[config.mk]
export PLATFORM = sky130hd
export DESIGN_NAME = touch_host_status_control_regs
export DESIGN_NICKNAME = d
export VERILOG_FILES = /design/src/shared/touch_regs_pkg.sv /design/src/hdl/touch_host_status_control_regs.sv
export VERILOG_INCLUDE_DIRS = /design/src /design/src/shared
export SDC_FILE = /design/constraint.sdc
export NUM_CORES = 1
export LEC_CHECK = 0
export ABC_AREA = 1
export BUFFER_PORTS_ARGS = -buffer_cell sky130_fd_sc_hd__buf_4
export CAP_MARGIN = 20
export CORE_MARGIN = 1.5
export CORE_UTILIZATION = 45
export CTS_CLUSTER_DIAMETER = 80
export DETAILED_ROUTE_END_ITERATION = 8
export PLACE_DENSITY_LB_ADDON = 0.08
export SETUP_SLACK_MARGIN = 0.5
export SYNTH_ARGS = -nofsm -noshare
export SYNTH_HDL_FRONTEND = slang
export SYNTH_SLANG_ARGS = --single-unit
[constraint.sdc]
create_clock -name clk -period 3.7 [get_ports clk]
set_input_delay 0.74 -clock clk [delete_from_list [all_inputs] [get_ports clk]]
set_output_delay 0.74 -clock clk [all_outputs]
set_load 0.02 [all_outputs]
[src/shared/touch_regs_defs.svh]
`ifndef TOUCH_REGS_DEFS_SVH
`define TOUCH_REGS_DEFS_SVH
// ==========================================================
// Register offsets
`define OFS_IRQ_SRC     8'h00
`define OFS_STAT_HIGH   8'h01
`define OFS_STAT_LOW    8'h02
`define OFS_POS_HIGH    8'h03
`define OFS_POS_LOW     8'h04
`define OFS_PIN_LEVELS  8'h07
`define OFS_PARAM_STAT  8'h08
`define OFS_COMP_MODE   8'h09
`define OFS_OUT_CTRL    8'h0a
// ==========================================================
// Field positions
`define IRQ_BURN        6
`define IRQ_PARAM_WR    5
`define IRQ_PIN_EDGE    4
`define IRQ_SLIDER      3
`define IRQ_BUTTON      2
`define IRQ_COMP        1
`define IRQ_MODE        0
`define COMP_BIT        2
`define VALID_BIT       3
// ==========================================================
// Reset values and codes
`define RST_BYTE        8'h00
`define RST_POS         16'h0000
`define MODE_ACTIVE     2'h0
`define MODE_DOZE       2'h1
`define MODE_SLEEP      2'h2
`define MODE_RSVD       2'h3
`define BURN_MANY       3'h4
// ==========================================================
// Host wait after a wake request
`define WAKE_WAIT_MS    300
`endif

[src/shared/touch_regs_pkg.sv]
package touch_regs_pkg;
  // Operating mode codes
  typedef enum logic [1:0] {
    MODE_ACT   = 2'h0,
    MODE_DOZE  = 2'h1,
    MODE_SLEEP = 2'h2,
    MODE_RES   = 2'h3
  } op_mode_t;

  // One cycle of core events raised by the scan engine
  typedef struct packed {
    logic burn_done;
    logic param_write_done;
    logic pin_edge;
    logic slider_event;
    logic button_event;
    logic comp_done;
    logic mode_entered;
  } core_events_t;

  // Touch and slider state from the scan engine
  typedef struct packed {
    logic        move_high;
    logic        move_low;
    logic        slider_touched;
    logic [11:0] buttons;
    logic [15:0] position;
  } touch_state_t;

  // Host byte access after the serial framing
  typedef struct packed {
    logic       start;
    logic       wr;
    logic       rd;
    logic [7:0] addr;
    logic [7:0] wdata;
  } host_access_t;
endpackage

[src/hdl/touch_host_status_control_regs.sv]
`include "touch_regs_defs.svh"
module touch_host_status_control_regs #(
  parameter int NPINS = 8                     // General purpose pins
) (
  input  wire logic                        clk,          // 20 MHz clock
  input  wire logic                        rstn,         // Async reset
  input  wire touch_regs_pkg::host_access_t host_acc,    // Host byte access
  output logic [7:0]                       host_rdata,   // Read byte
  output logic                             host_irq_n,   // Interrupt, low
  input  wire logic                        phase_tick,   // Processing phase
  input  wire touch_regs_pkg::core_events_t core_evt,    // Core events
  input  wire touch_regs_pkg::touch_state_t touch_in,    // Touch state
  input  wire logic [NPINS-1:0]            input_pin,    // Pin levels
  input  wire logic [NPINS-1:0]            pin_is_input, // Pin input mode
  input  wire logic [NPINS-1:0]            pin_is_output,// Pin output mode
  input  wire logic                        autolight_on, // Auto lighting
  input  wire logic [NPINS-1:0]            output_powerup_state, // Init
  input  wire logic                        burned_contents_valid, // NVM ok
  input  wire logic [2:0]                  burn_counter, // Burn count
  input  wire logic                        comp_busy,    // Comp running
  input  wire touch_regs_pkg::op_mode_t    cur_mode,     // Mode in effect
  output logic                             comp_start,   // Comp trigger
  output touch_regs_pkg::op_mode_t         mode_req,     // Requested mode
  output logic [NPINS-1:0]                 output_pin,   // On/off select
  output logic                             use_factory   // Defaults used
);

  // ==========================================================
  // Address pointer
  logic [7:0] addr_ff;
  logic [7:0] nxt_addr;
  wire        byte_xfer = host_acc.wr | host_acc.rd;
  wire [7:0]  cur_addr  = host_acc.start ? host_acc.addr : addr_ff;

  // Pointer loads on start, steps after every data byte
  assign nxt_addr = byte_xfer ? cur_addr + 8'h01 : cur_addr;

  always_ff @(posedge clk or negedge rstn) begin
    if (!rstn) addr_ff <= `RST_BYTE;
    else       addr_ff <= nxt_addr;
  end

  wire wr_ctrl = host_acc.wr && (cur_addr == `OFS_COMP_MODE);
  wire wr_out  = host_acc.wr && (cur_addr == `OFS_OUT_CTRL);
  wire rd_irq  = host_acc.rd && (cur_addr == `OFS_IRQ_SRC);

  // ==========================================================
  // Interrupt source flags
  logic [6:0] irq_ff;
  logic [6:0] pend_ff;
  logic [6:0] nxt_irq;
  logic [6:0] nxt_pend;
  wire  [6:0] evt_vec = core_evt;

  // Events gather until the phase tick, then post to flags
  assign nxt_pend = phase_tick ? 7'h00 : (pend_ff | evt_vec);
  wire  [6:0] post = phase_tick ? (pend_ff | evt_vec) : 7'h00;
  // Set wins over a clearing read in the same cycle
  assign nxt_irq = (rd_irq ? 7'h00 : irq_ff) | post;

  always_ff @(posedge clk or negedge rstn) begin
    if (!rstn) begin
      irq_ff  <= 7'h00;
      pend_ff <= 7'h00;
    end else begin
      irq_ff  <= nxt_irq;
      pend_ff <= nxt_pend;
    end
  end

  // Pin registered from flag next state
  always_ff @(posedge clk or negedge rstn) begin
    if (!rstn) host_irq_n <= 1'b1;
    else       host_irq_n <= ~(|nxt_irq);
  end

  // ==========================================================
  // Control registers
  logic       comp_req_ff;
  logic [1:0] mode_ff;
  logic [NPINS-1:0] outc_ff;
  logic       init_ff;
  wire  [1:0] wr_mode = host_acc.wdata[1:0];

  // Host writes staged; upper bits ignored
  always_ff @(posedge clk or negedge rstn) begin
    if (!rstn) begin
      comp_req_ff <= 1'b0;
      mode_ff     <= `MODE_ACTIVE;
      init_ff     <= 1'b1;
    end else begin
      init_ff <= 1'b0;
      if (wr_ctrl && host_acc.wdata[`COMP_BIT])
        comp_req_ff <= 1'b1;
      else if (phase_tick)
        comp_req_ff <= 1'b0;
      if (wr_ctrl && wr_mode != `MODE_RSVD)
        mode_ff <= wr_mode;
    end
  end

  // Output control takes power-up state after reset release
  always_ff @(posedge clk or negedge rstn) begin
    if (!rstn)        outc_ff <= '0;
    else if (init_ff) outc_ff <= output_powerup_state;
    else if (wr_out)  outc_ff <= host_acc.wdata[NPINS-1:0];
  end

  // Applied mode and pin values change only on a processing phase; comp_start pulses for one cycle after it
  always_ff @(posedge clk or negedge rstn) begin
    if (!rstn) begin
      comp_start <= 1'b0;
      mode_req   <= touch_regs_pkg::MODE_ACT;
      output_pin <= '0;
    end else begin
      comp_start <= phase_tick & comp_req_ff;
      if (phase_tick) begin
        mode_req <= touch_regs_pkg::op_mode_t'(mode_ff);
        output_pin <= autolight_on ? output_pin
                    : (output_pin & ~pin_is_output)
                    | (outc_ff & pin_is_output);
      end
    end
  end

  // ==========================================================
  // Status views
  logic [7:0] stat_high;
  logic [7:0] stat_low;
  logic [7:0] pin_lv;
  logic [7:0] pstat;
  logic [7:0] cmode;
  logic [15:0] pos_ff;

  // Position follows while touched, holds after release
  always_ff @(posedge clk or negedge rstn) begin
    if (!rstn)                       pos_ff <= `RST_POS;
    else if (touch_in.slider_touched) pos_ff <= touch_in.position;
  end

  // Move bits only meaningful while touched
  assign stat_high = {1'b0,
                      touch_in.move_high & touch_in.slider_touched,
                      touch_in.move_low  & touch_in.slider_touched,
                      touch_in.slider_touched,
                      touch_in.buttons[11:8]};
  assign stat_low  = touch_in.buttons[7:0];

  // Non-input pins read as zero
  genvar gi;
  generate
    for (gi = 0; gi < 8; gi++) begin : g_pin
      if (gi < NPINS) begin : g_on
        assign pin_lv[gi] = input_pin[gi] & pin_is_input[gi];
      end else begin : g_off
        assign pin_lv[gi] = 1'b0;
      end
    end
  endgenerate

  // Factory defaults at count 0, counts of 4 or more, or invalid contents
  wire bvalid = burned_contents_valid && burn_counter != 3'h0
                && burn_counter < `BURN_MANY;
  wire [2:0] bcnt = (burn_counter > `BURN_MANY) ? `BURN_MANY
                                               : burn_counter;
  assign pstat = {4'h0, bvalid, bcnt};
  assign cmode = {5'h00, comp_busy | comp_req_ff,
                  cur_mode};

  wire [7:0] rd_mux =
    (cur_addr == `OFS_IRQ_SRC)    ? {1'b0, irq_ff} :
    (cur_addr == `OFS_STAT_HIGH)  ? stat_high :
    (cur_addr == `OFS_STAT_LOW)   ? stat_low :
    (cur_addr == `OFS_POS_HIGH)   ? pos_ff[15:8] :
    (cur_addr == `OFS_POS_LOW)    ? pos_ff[7:0] :
    (cur_addr == `OFS_PIN_LEVELS) ? pin_lv :
    (cur_addr == `OFS_PARAM_STAT) ? pstat :
    (cur_addr == `OFS_COMP_MODE)  ? cmode :
    (cur_addr == `OFS_OUT_CTRL)   ? 8'(outc_ff) :
                                    8'h00;

  // Read data and factory flag registered
  always_ff @(posedge clk or negedge rstn) begin
    if (!rstn) begin
      host_rdata  <= 8'h00;
      use_factory <= 1'b1;
    end else begin
      if (host_acc.rd) host_rdata <= rd_mux;
      use_factory <= ~bvalid;
    end
  end

  // Every pending flag posts at the tick
  for (gi = 0; gi < 7; gi++) begin : g_post_chk

  end
endmodule

==> flow_metrics.env, run 1 <==
export IMPL_cts_sinks=71
export IMPL_largest_net_degree_at_the_start_of_global_routing=72
export IMPL_vias=3578
export IMPL_cp_arrival_ps=2920
export IMPL_avgSynthCellArea_um2=7.72
export IMPL_yosysUniqueCellTypes=43
export IMPL_cts_buffers_inserted=9
export IMPL_count_of_buffers_added_by_post_cts_timing_repair_for_setup=0
export IMPL_cts_hold_fix_buffers=0
export IMPL_final_antenna_net_count=0
export IMPL_worst_clock_skew_ps=14.9
export IMPL_initial_utilization_pct=46.9
export IMPL_global_route_usage_total_pct=22.6
export IMPL_synth_cell_area_um2=3890
export IMPL_finish_instance_area_um2=5040
export IMPL_tritoncts_clock_tree="yes"
export IMPL_finalMaxSlewViolations=0
export IMPL_post_cts_resize_count=0
export IMPL_wl_um=9860
export IMPL_worst_setup_path_type="primary input to flop"
export IMPL_finish_net_count=728
export IMPL_rr_worst_depth=15
export IMPL_grt_pass1_wl_um=15700
export IMPL_initial_antenna_violation_count=0
export IMPL_ys_seq_area_share_pct=45.7
export IMPL_syn_inst=504
export IMPL_hold_path_class="primary input to async pin"
export IMPL_detail_route_first_pass_iterations=5
export IMPL_pwr_density_cell_nw_per_um2=362
export IMPL_final_min_period_over_clock_period_pct=72.1
export IMPL_run_status="finished, final reports clean"
export IMPL_overflow=0
export IMPL_drt_iter0_markers=182
export IMPL_slew_of_the_pin_with_the_lowest_slew_margin_ps=908
export IMPL_crit_fanout=11
export IMPL_die_area_um2=9220
export IMPL_die_y_um=96.0
export IMPL_leakage_uw=0.00274
export IMPL_clock_tree_htree_level_count=3
export IMPL_via_count_of_the_first_global_routing_pass=3382
export IMPL_root_buffer="sky130_fd_sc_hd__clkbuf_8"
export IMPL_relSlewSlack_pct=39.5
export IMPL_core_area_um2=8300
export IMPL_vdd_ir_drop_max_mv=0.208
export IMPL_critPathCaptureType="flop"
export IMPL_layout_drive_gt1_share_pct=28.0
export IMPL_data_required_time_at_the_worst_endpoint_ps=3950
export IMPL_mean_routed_wirelength_per_cell_um=13.4
export IMPL_synth_warnings=0
export IMPL_setup_violations_final=0
export IMPL_count_of_pins_on_the_block_boundary=121
export IMPL_postPlaceCellArea_um2=4860
export IMPL_rows=33
export IMPL_max_cap_viols=0
export IMPL_flow_area_growth_from_synthesis_pct=29.6
export IMPL_drcViolationCount=0
export IMPL_worst_skew_pair_latency_ps=360
export IMPL_gp_congestion=0.882
export IMPL_fin_crit_ps=2670
export IMPL_worst_setup_path_start_kind="primary input"
export IMPL_clock_buffer_depth=2
export IMPL_report_final_hold_viol_count=0
export IMPL_port_buffers=120
export IMPL_rsz0062_at_grt="no"
export IMPL_setup_reg_to_reg_worst_slack_ps=1310
export IMPL_setup_tns_after_final_layout_ps=0
export IMPL_synth_nets=608
export IMPL_antenna_cells=0
export IMPL_ff_latch_count_synth=71
export IMPL_detail_route_vias_per_cell=4.87
export IMPL_clock_transition_at_the_register_clock_pins_on_the_worst_setup_and_hold_paths_after_cts_ps=80
export IMPL_achievable_frequency_mhz=375
export IMPL_die_w_um=96.0
export IMPL_final_hpwl_from_detailed_placement_um=7510
-- through the flow --
stage | total power, uW | worst slack [ps] | hold slack, ps | cells | utilization, %
after CTS | 1850 | 1060 | 491 | 734 | 60.8
after detailed placement | 1270 | 677 | 474 | 718 | 58.6
after global placement | 1260 | 771 | 469 | 718 | 58.6
after floorplan | 1090 | 1180 | 444 | 504 | -
after global routing | 1920 | 792 | 503 | 734 | 60.8
final | 1830 | 1030 | 487 | 734 | 60.8
-- power breakdown --
group	switching, uW	total [uW]	internal [uW]
Combinational	201	367	166
Sequential	36.0	885	849
Clock	310	573	263
-- synth_stat cells, drive strengths merged --
library cell	instances	share of area, %
xnor2	2	0.45
or2	5	0.80
o21a	1	0.19
nand4	5	1.1
ha	4	1.3
o21ai	45	6.2
clkinv	2	0.19
dfrtp	68	44
conb	1	0.096
nor2	51	6.0
clkbuf	3	0.29
o22ai	6	0.96
a22oi	2	0.39
buf	8	1.3
o211ai	2	0.39
inv	83	8.1
a22o	1	0.23
nand2	155	16
nor4	1	0.32
mux2	9	2.6
nand3	21	2.7
xor2	5	1.1
o2111ai	1	0.23
nand3b	5	0.96
a21oi	3	0.39
a31oi	7	1.1
dfstp	3	2.0
nor3	5	0.93
-- layout make-up --
cell class,instances,area [um2]
fillers,794,3250
flip-flops and latches,71,1780
multi-input cells,337,1730
repair buffers,120,901
inverters,85,322
clock buffers,10,138
well taps,105,131
clock inverters,6,42.5
-- final timing paths --
path                         startpoint       endpoint
setup / recovery           host_acc[18]  host_rdata[2]
hold / removal                     rstn     addr_ff[6]
setup reg to reg             addr_ff[0]  host_rdata[2]
hold reg to reg              pend_ff[1]     pend_ff[1]
max in group asynchronous          rstn     addr_ff[0]
min in group clk             pend_ff[1]     pend_ff[1]
-- routing by layer --
metal | GRT usage [%] | routed length (um) | share of wire, % | vias up
li1 | - | - | - | 1818
met1 | 30.5 | 4450 | 45 | 1638
met2 | 35.9 | 4660 | 47 | 109
met3 | 4.19 | 613 | 6.2 | 13
met4 | 8.46 | 139 | 1.4 | 0
met5 | 0 | 0 | 0 | -
-- cells in the final DEF, fill, tap and decap left out, types with 2 or more instances in the layout --
cell type / instances
sky130_fd_sc_hd__nand2_1: 145
sky130_fd_sc_hd__buf_4: 120
sky130_fd_sc_hd__inv_1: 80
sky130_fd_sc_hd__dfrtp_1: 68
sky130_fd_sc_hd__nor2_1: 45
sky130_fd_sc_hd__o21ai_0: 37
sky130_fd_sc_hd__nand3_1: 21
sky130_fd_sc_hd__clkbuf_8: 10
sky130_fd_sc_hd__mux2_2: 9
sky130_fd_sc_hd__nand2_2: 7
sky130_fd_sc_hd__a31oi_1: 7
sky130_fd_sc_hd__o21ai_1: 6
sky130_fd_sc_hd__o22ai_1: 6
sky130_fd_sc_hd__xor2_1: 5
sky130_fd_sc_hd__nand3b_1: 5
sky130_fd_sc_hd__nor2_2: 4
sky130_fd_sc_hd__nor3_1: 4
sky130_fd_sc_hd__ha_1: 4
sky130_fd_sc_hd__or2_2: 3
sky130_fd_sc_hd__nand2_4: 3
sky130_fd_sc_hd__nand4_1: 3
sky130_fd_sc_hd__a21oi_1: 3
sky130_fd_sc_hd__dfstp_2: 3
sky130_fd_sc_hd__inv_2: 2
sky130_fd_sc_hd__clkinv_1: 2
sky130_fd_sc_hd__nor2_8: 2
sky130_fd_sc_hd__xnor2_1: 2
sky130_fd_sc_hd__o211ai_1: 2
sky130_fd_sc_hd__nand4_2: 2
sky130_fd_sc_hd__or2_0: 2
sky130_fd_sc_hd__a22oi_1: 2
sky130_fd_sc_hd__clkinv_2: 2
sky130_fd_sc_hd__clkinvlp_4: 2
sky130_fd_sc_hd__inv_6: 2
-- cells by family (layout without fill, tap and decap cells) --
| group | count (synthesis) | in the layout | share of synthesized area (%) |
|---|---|---|---|
| compound gates | 68 | 68 | 10.1 |
| simple gates | 248 | 248 | 28.8 |
| xor+xnor | 7 | 7 | 1.58 |
| other cells | 1 | 1 | 0.0963 |
| mux | 9 | 9 | 2.60 |
| buf+inv | 96 | 221 | 9.80 |
| flops | 71 | 71 | 45.7 |
| fa+ha+maj | 4 | 4 | 1.29 |
-- worst max-delay path: stages --
cell	delay, ps
sky130_fd_sc_hd__buf_4	150
sky130_fd_sc_hd__inv_2	90
sky130_fd_sc_hd__or2_2	270
sky130_fd_sc_hd__o21ai_0	260
sky130_fd_sc_hd__inv_1	150
sky130_fd_sc_hd__ha_1	230
sky130_fd_sc_hd__inv_1	110
sky130_fd_sc_hd__nor2_2	70
sky130_fd_sc_hd__nand2_1	180
sky130_fd_sc_hd__nand2_1	90
sky130_fd_sc_hd__nand3_1	110
sky130_fd_sc_hd__nand3_1	90
sky130_fd_sc_hd__nand2_1	70
sky130_fd_sc_hd__nand2_1	40
sky130_fd_sc_hd__nand2_1	70
sky130_fd_sc_hd__nand2_1	60
sky130_fd_sc_hd__nand2_1	80
sky130_fd_sc_hd__nand2_1	50
Power figures use the tool's default switching activity.
==> inputs of run 2 (changes only) <==
==> constraint.sdc (replaced) <==
create_clock -name clk -period 2.1 [get_ports clk]
set_input_delay 0.42 -clock clk [delete_from_list [all_inputs] [get_ports clk]]
set_output_delay 0.42 -clock clk [all_outputs]
set_load 0.02 [all_outputs]
==> run 2 against run 1 <==
- sequential share of layout area decreased by 4.8 points
- critical path type is now flop to flop
- die area is the same
- clock power grew 87%
- clock-buffer cell count rose by 1
- via count rose by 8.1%
- global-route usage rose by 1.7 points
- setup slack got worse by 830 ps
- register-to-register slack lost 1100 ps
- first-iteration DRC count down 21%
==> flow_metrics.env, run 2 (synthesis results as in run 1) <==
export IMPL_setup_violations_final=0
export IMPL_cell_by_cell_listing_of_the_critical_path="inv_1, nand2_1, nand2_2, nand2_4, nor2_8, buf_4, buf_6, nand2_4, buf_6, o21ai_4, buf_12, buf_16, o211ai_1"
export IMPL_pwr_density_cell_nw_per_um2=597
export IMPL_critPathCaptureType="flop"
export IMPL_layout_drive_gt1_share_pct=40.2
export IMPL_timing_critical_path_slowest_stage_cell="sky130_fd_sc_hd__dfrtp_1"
export IMPL_global_route_usage_total_pct=24.3
export IMPL_clock_buffer_depth=2
export IMPL_worst_setup_path_start_kind="flop"
export IMPL_crit_fanout=7
export IMPL_fin_util_pct=70.3
export IMPL_dp_cells=748
export IMPL_largest_net_degree_at_the_start_of_global_routing=37
export IMPL_worst_setup_path_type="flop to flop"
export IMPL_vdd_ir_drop_max_mv=0.483
export IMPL_vias=3868
export IMPL_finish_net_count=783
export IMPL_data_required_time_at_the_worst_endpoint_ps=2330
export IMPL_clock_transition_at_the_register_clock_pins_on_the_worst_setup_and_hold_paths_after_cts_ps=80
export IMPL_r2r_start="addr_ff[4]"
export IMPL_achievable_frequency_mhz=527
export IMPL_cp_buffers_inverters=6
export IMPL_max_cap_viols=0
export IMPL_drt_iter0_markers=144
export IMPL_relSlewSlack_pct=62.1
export IMPL_tritoncts_clock_tree="yes"
export IMPL_flow_area_growth_from_synthesis_pct=49.9
export IMPL_gp_congestion=0.920
export IMPL_total_area_of_multi_input_combinational_cells_um2=1940
export IMPL_root_buffer="sky130_fd_sc_hd__clkbuf_8"
export IMPL_cp_arrival_ps=2130
export IMPL_port_buffers=120
export IMPL_final_common_cell="sky130_fd_sc_hd__buf_4"
export IMPL_cts_sinks=71
export IMPL_rows=33
export IMPL_detail_route_first_pass_iterations=4
export IMPL_detail_route_vias_per_cell=4.90
export IMPL_count_of_pins_on_the_block_boundary=121
export IMPL_initial_utilization_pct=46.9
export IMPL_leakage_uw=0.00313
export IMPL_fillerInstances=689
export IMPL_die_w_um=96.0
export IMPL_run_status="finished, final reports clean"
export IMPL_slowest_cell_delay_on_critical_path_ps=360
export IMPL_finalMaxSlewViolations=0
export IMPL_drcViolationCount=0
export IMPL_finish_cell_count_without_fillers=789
export IMPL_die_area_um2=9220
export IMPL_critical_path_startpoint="addr_ff[4]"
export IMPL_register_area_um2=1780
export IMPL_via_count_of_the_first_global_routing_pass=3585
export IMPL_fin_crit_ps=1900
export IMPL_final_critical_path_setup_slack_ps=204
export IMPL_worst_clock_skew_ps=12.6
export IMPL_wl_um=10800
export IMPL_mean_routed_wirelength_per_cell_um=13.7
export IMPL_initial_antenna_violation_count=0
export IMPL_hold_path_class="primary input to async pin"
export IMPL_grt_pass1_wl_um=16900
export IMPL_detailedPlace_worstSlack_ps=-159
export IMPL_slew_of_the_pin_with_the_lowest_slew_margin_ps=566
export IMPL_clock_tree_htree_level_count=3
export IMPL_antenna_cells=0
export IMPL_die_y_um=96.0
export IMPL_final_hpwl_from_detailed_placement_um=7970
export IMPL_rsz0062_at_grt="yes"
export IMPL_cp_top_family="buffers and inverters"
export IMPL_report_final_hold_viol_count=0
export IMPL_worst_skew_pair_latency_ps=350
export IMPL_cts_buffers_inserted=9
export IMPL_overflow=0
export IMPL_layout_cells_most_common_list="158 x sky130_fd_sc_hd__buf_4, 132 x sky130_fd_sc_hd__nand2_1, 71 x sky130_fd_sc_hd__inv_1"
export IMPL_final_antenna_net_count=0
export IMPL_final_min_period_over_clock_period_pct=90.3
export IMPL_core_area_um2=8300
## run 2: layer usage
metal  vias to the layer above  track usage [%]  part of all wire, %
li1                       1928                -                    -
met1                      1795             32.5                   43
met2                       123             38.0                   48
met3                        22             5.69                  6.8
met4                         0             9.44                  2.0
met5                         -                0                    0
## run 2: power by group
group,switching [uW],total [uW],internal (uW)
clock,523,1070,551
sequential,70.3,1570,1500
combinational,431,844,413
## run 2: timing repair
| action | in CTS | in global routing |
|---|---|---|
| pin swaps | 13 | 17 |
| gates resized for setup | 34 | 15 |
| gates cloned | 1 | 0 |
| hold buffers | 0 | 0 |
| setup endpoints to repair | 20 | 23 |
| endpoints found under the hold margin | 0 | 0 |
| buffers inserted | 9 | 15 |
## run 2: final cells by class
| type | count | area share, % |
|---|---|---|
| Multi-Input combinational cell | 337 | 33.2 |
| Sequential cell | 71 | 30.5 |
| Timing Repair Buffer | 175 | 24.9 |
| Inverter | 85 | 5.81 |
| Clock buffer | 11 | 2.25 |
| Tap cell | 105 | 2.25 |
| Clock inverter | 5 | 1.03 |
## run 2: metrics by stage
| step | setup TNS, ps | hold slack, ps | area (um2) | total power [uW] |
|---|---|---|---|---|
| CTS | 0 | 24.9 | 5630 | 3470 |
| global placement | -791 | 413 | 5250 | 2320 |
| floorplan | 0 | 124 | 4000 | 1950 |
| global route | 0 | 52.2 | 5840 | 3650 |
| detailed placement | -1480 | 412 | 5250 | 2340 |
| finish | 0 | 20.9 | 5840 | 3490 |
## run 2: final timing paths
check | endpoint | slack, ps | depth (start not counted)
max in group asynchronous | host_irq_n | 1430 | 2
worst min-delay path | addr_ff[5] | 20 | 1
worst max-delay path | outc_ff[2] | 200 | 13
worst max register to register | outc_ff[2] | 200 | 13
min in group clk | pos_ff[8] | 270 | 3
worst min register to register | pend_ff[1] | 480 | 2
## run 2: worst reg2reg max path, cell delays in order (launching register included)
cell and delay [ps]:
sky130_fd_sc_hd__dfrtp_1 360, sky130_fd_sc_hd__inv_1 60, sky130_fd_sc_hd__nand2_1 60, sky130_fd_sc_hd__nand2_2 90
sky130_fd_sc_hd__nand2_4 70, sky130_fd_sc_hd__nor2_8 170, sky130_fd_sc_hd__buf_4 140, sky130_fd_sc_hd__buf_6 110
sky130_fd_sc_hd__nand2_4 60, sky130_fd_sc_hd__buf_6 130, sky130_fd_sc_hd__o21ai_4 210, sky130_fd_sc_hd__buf_12 140
sky130_fd_sc_hd__buf_16 110, sky130_fd_sc_hd__o211ai_1 80
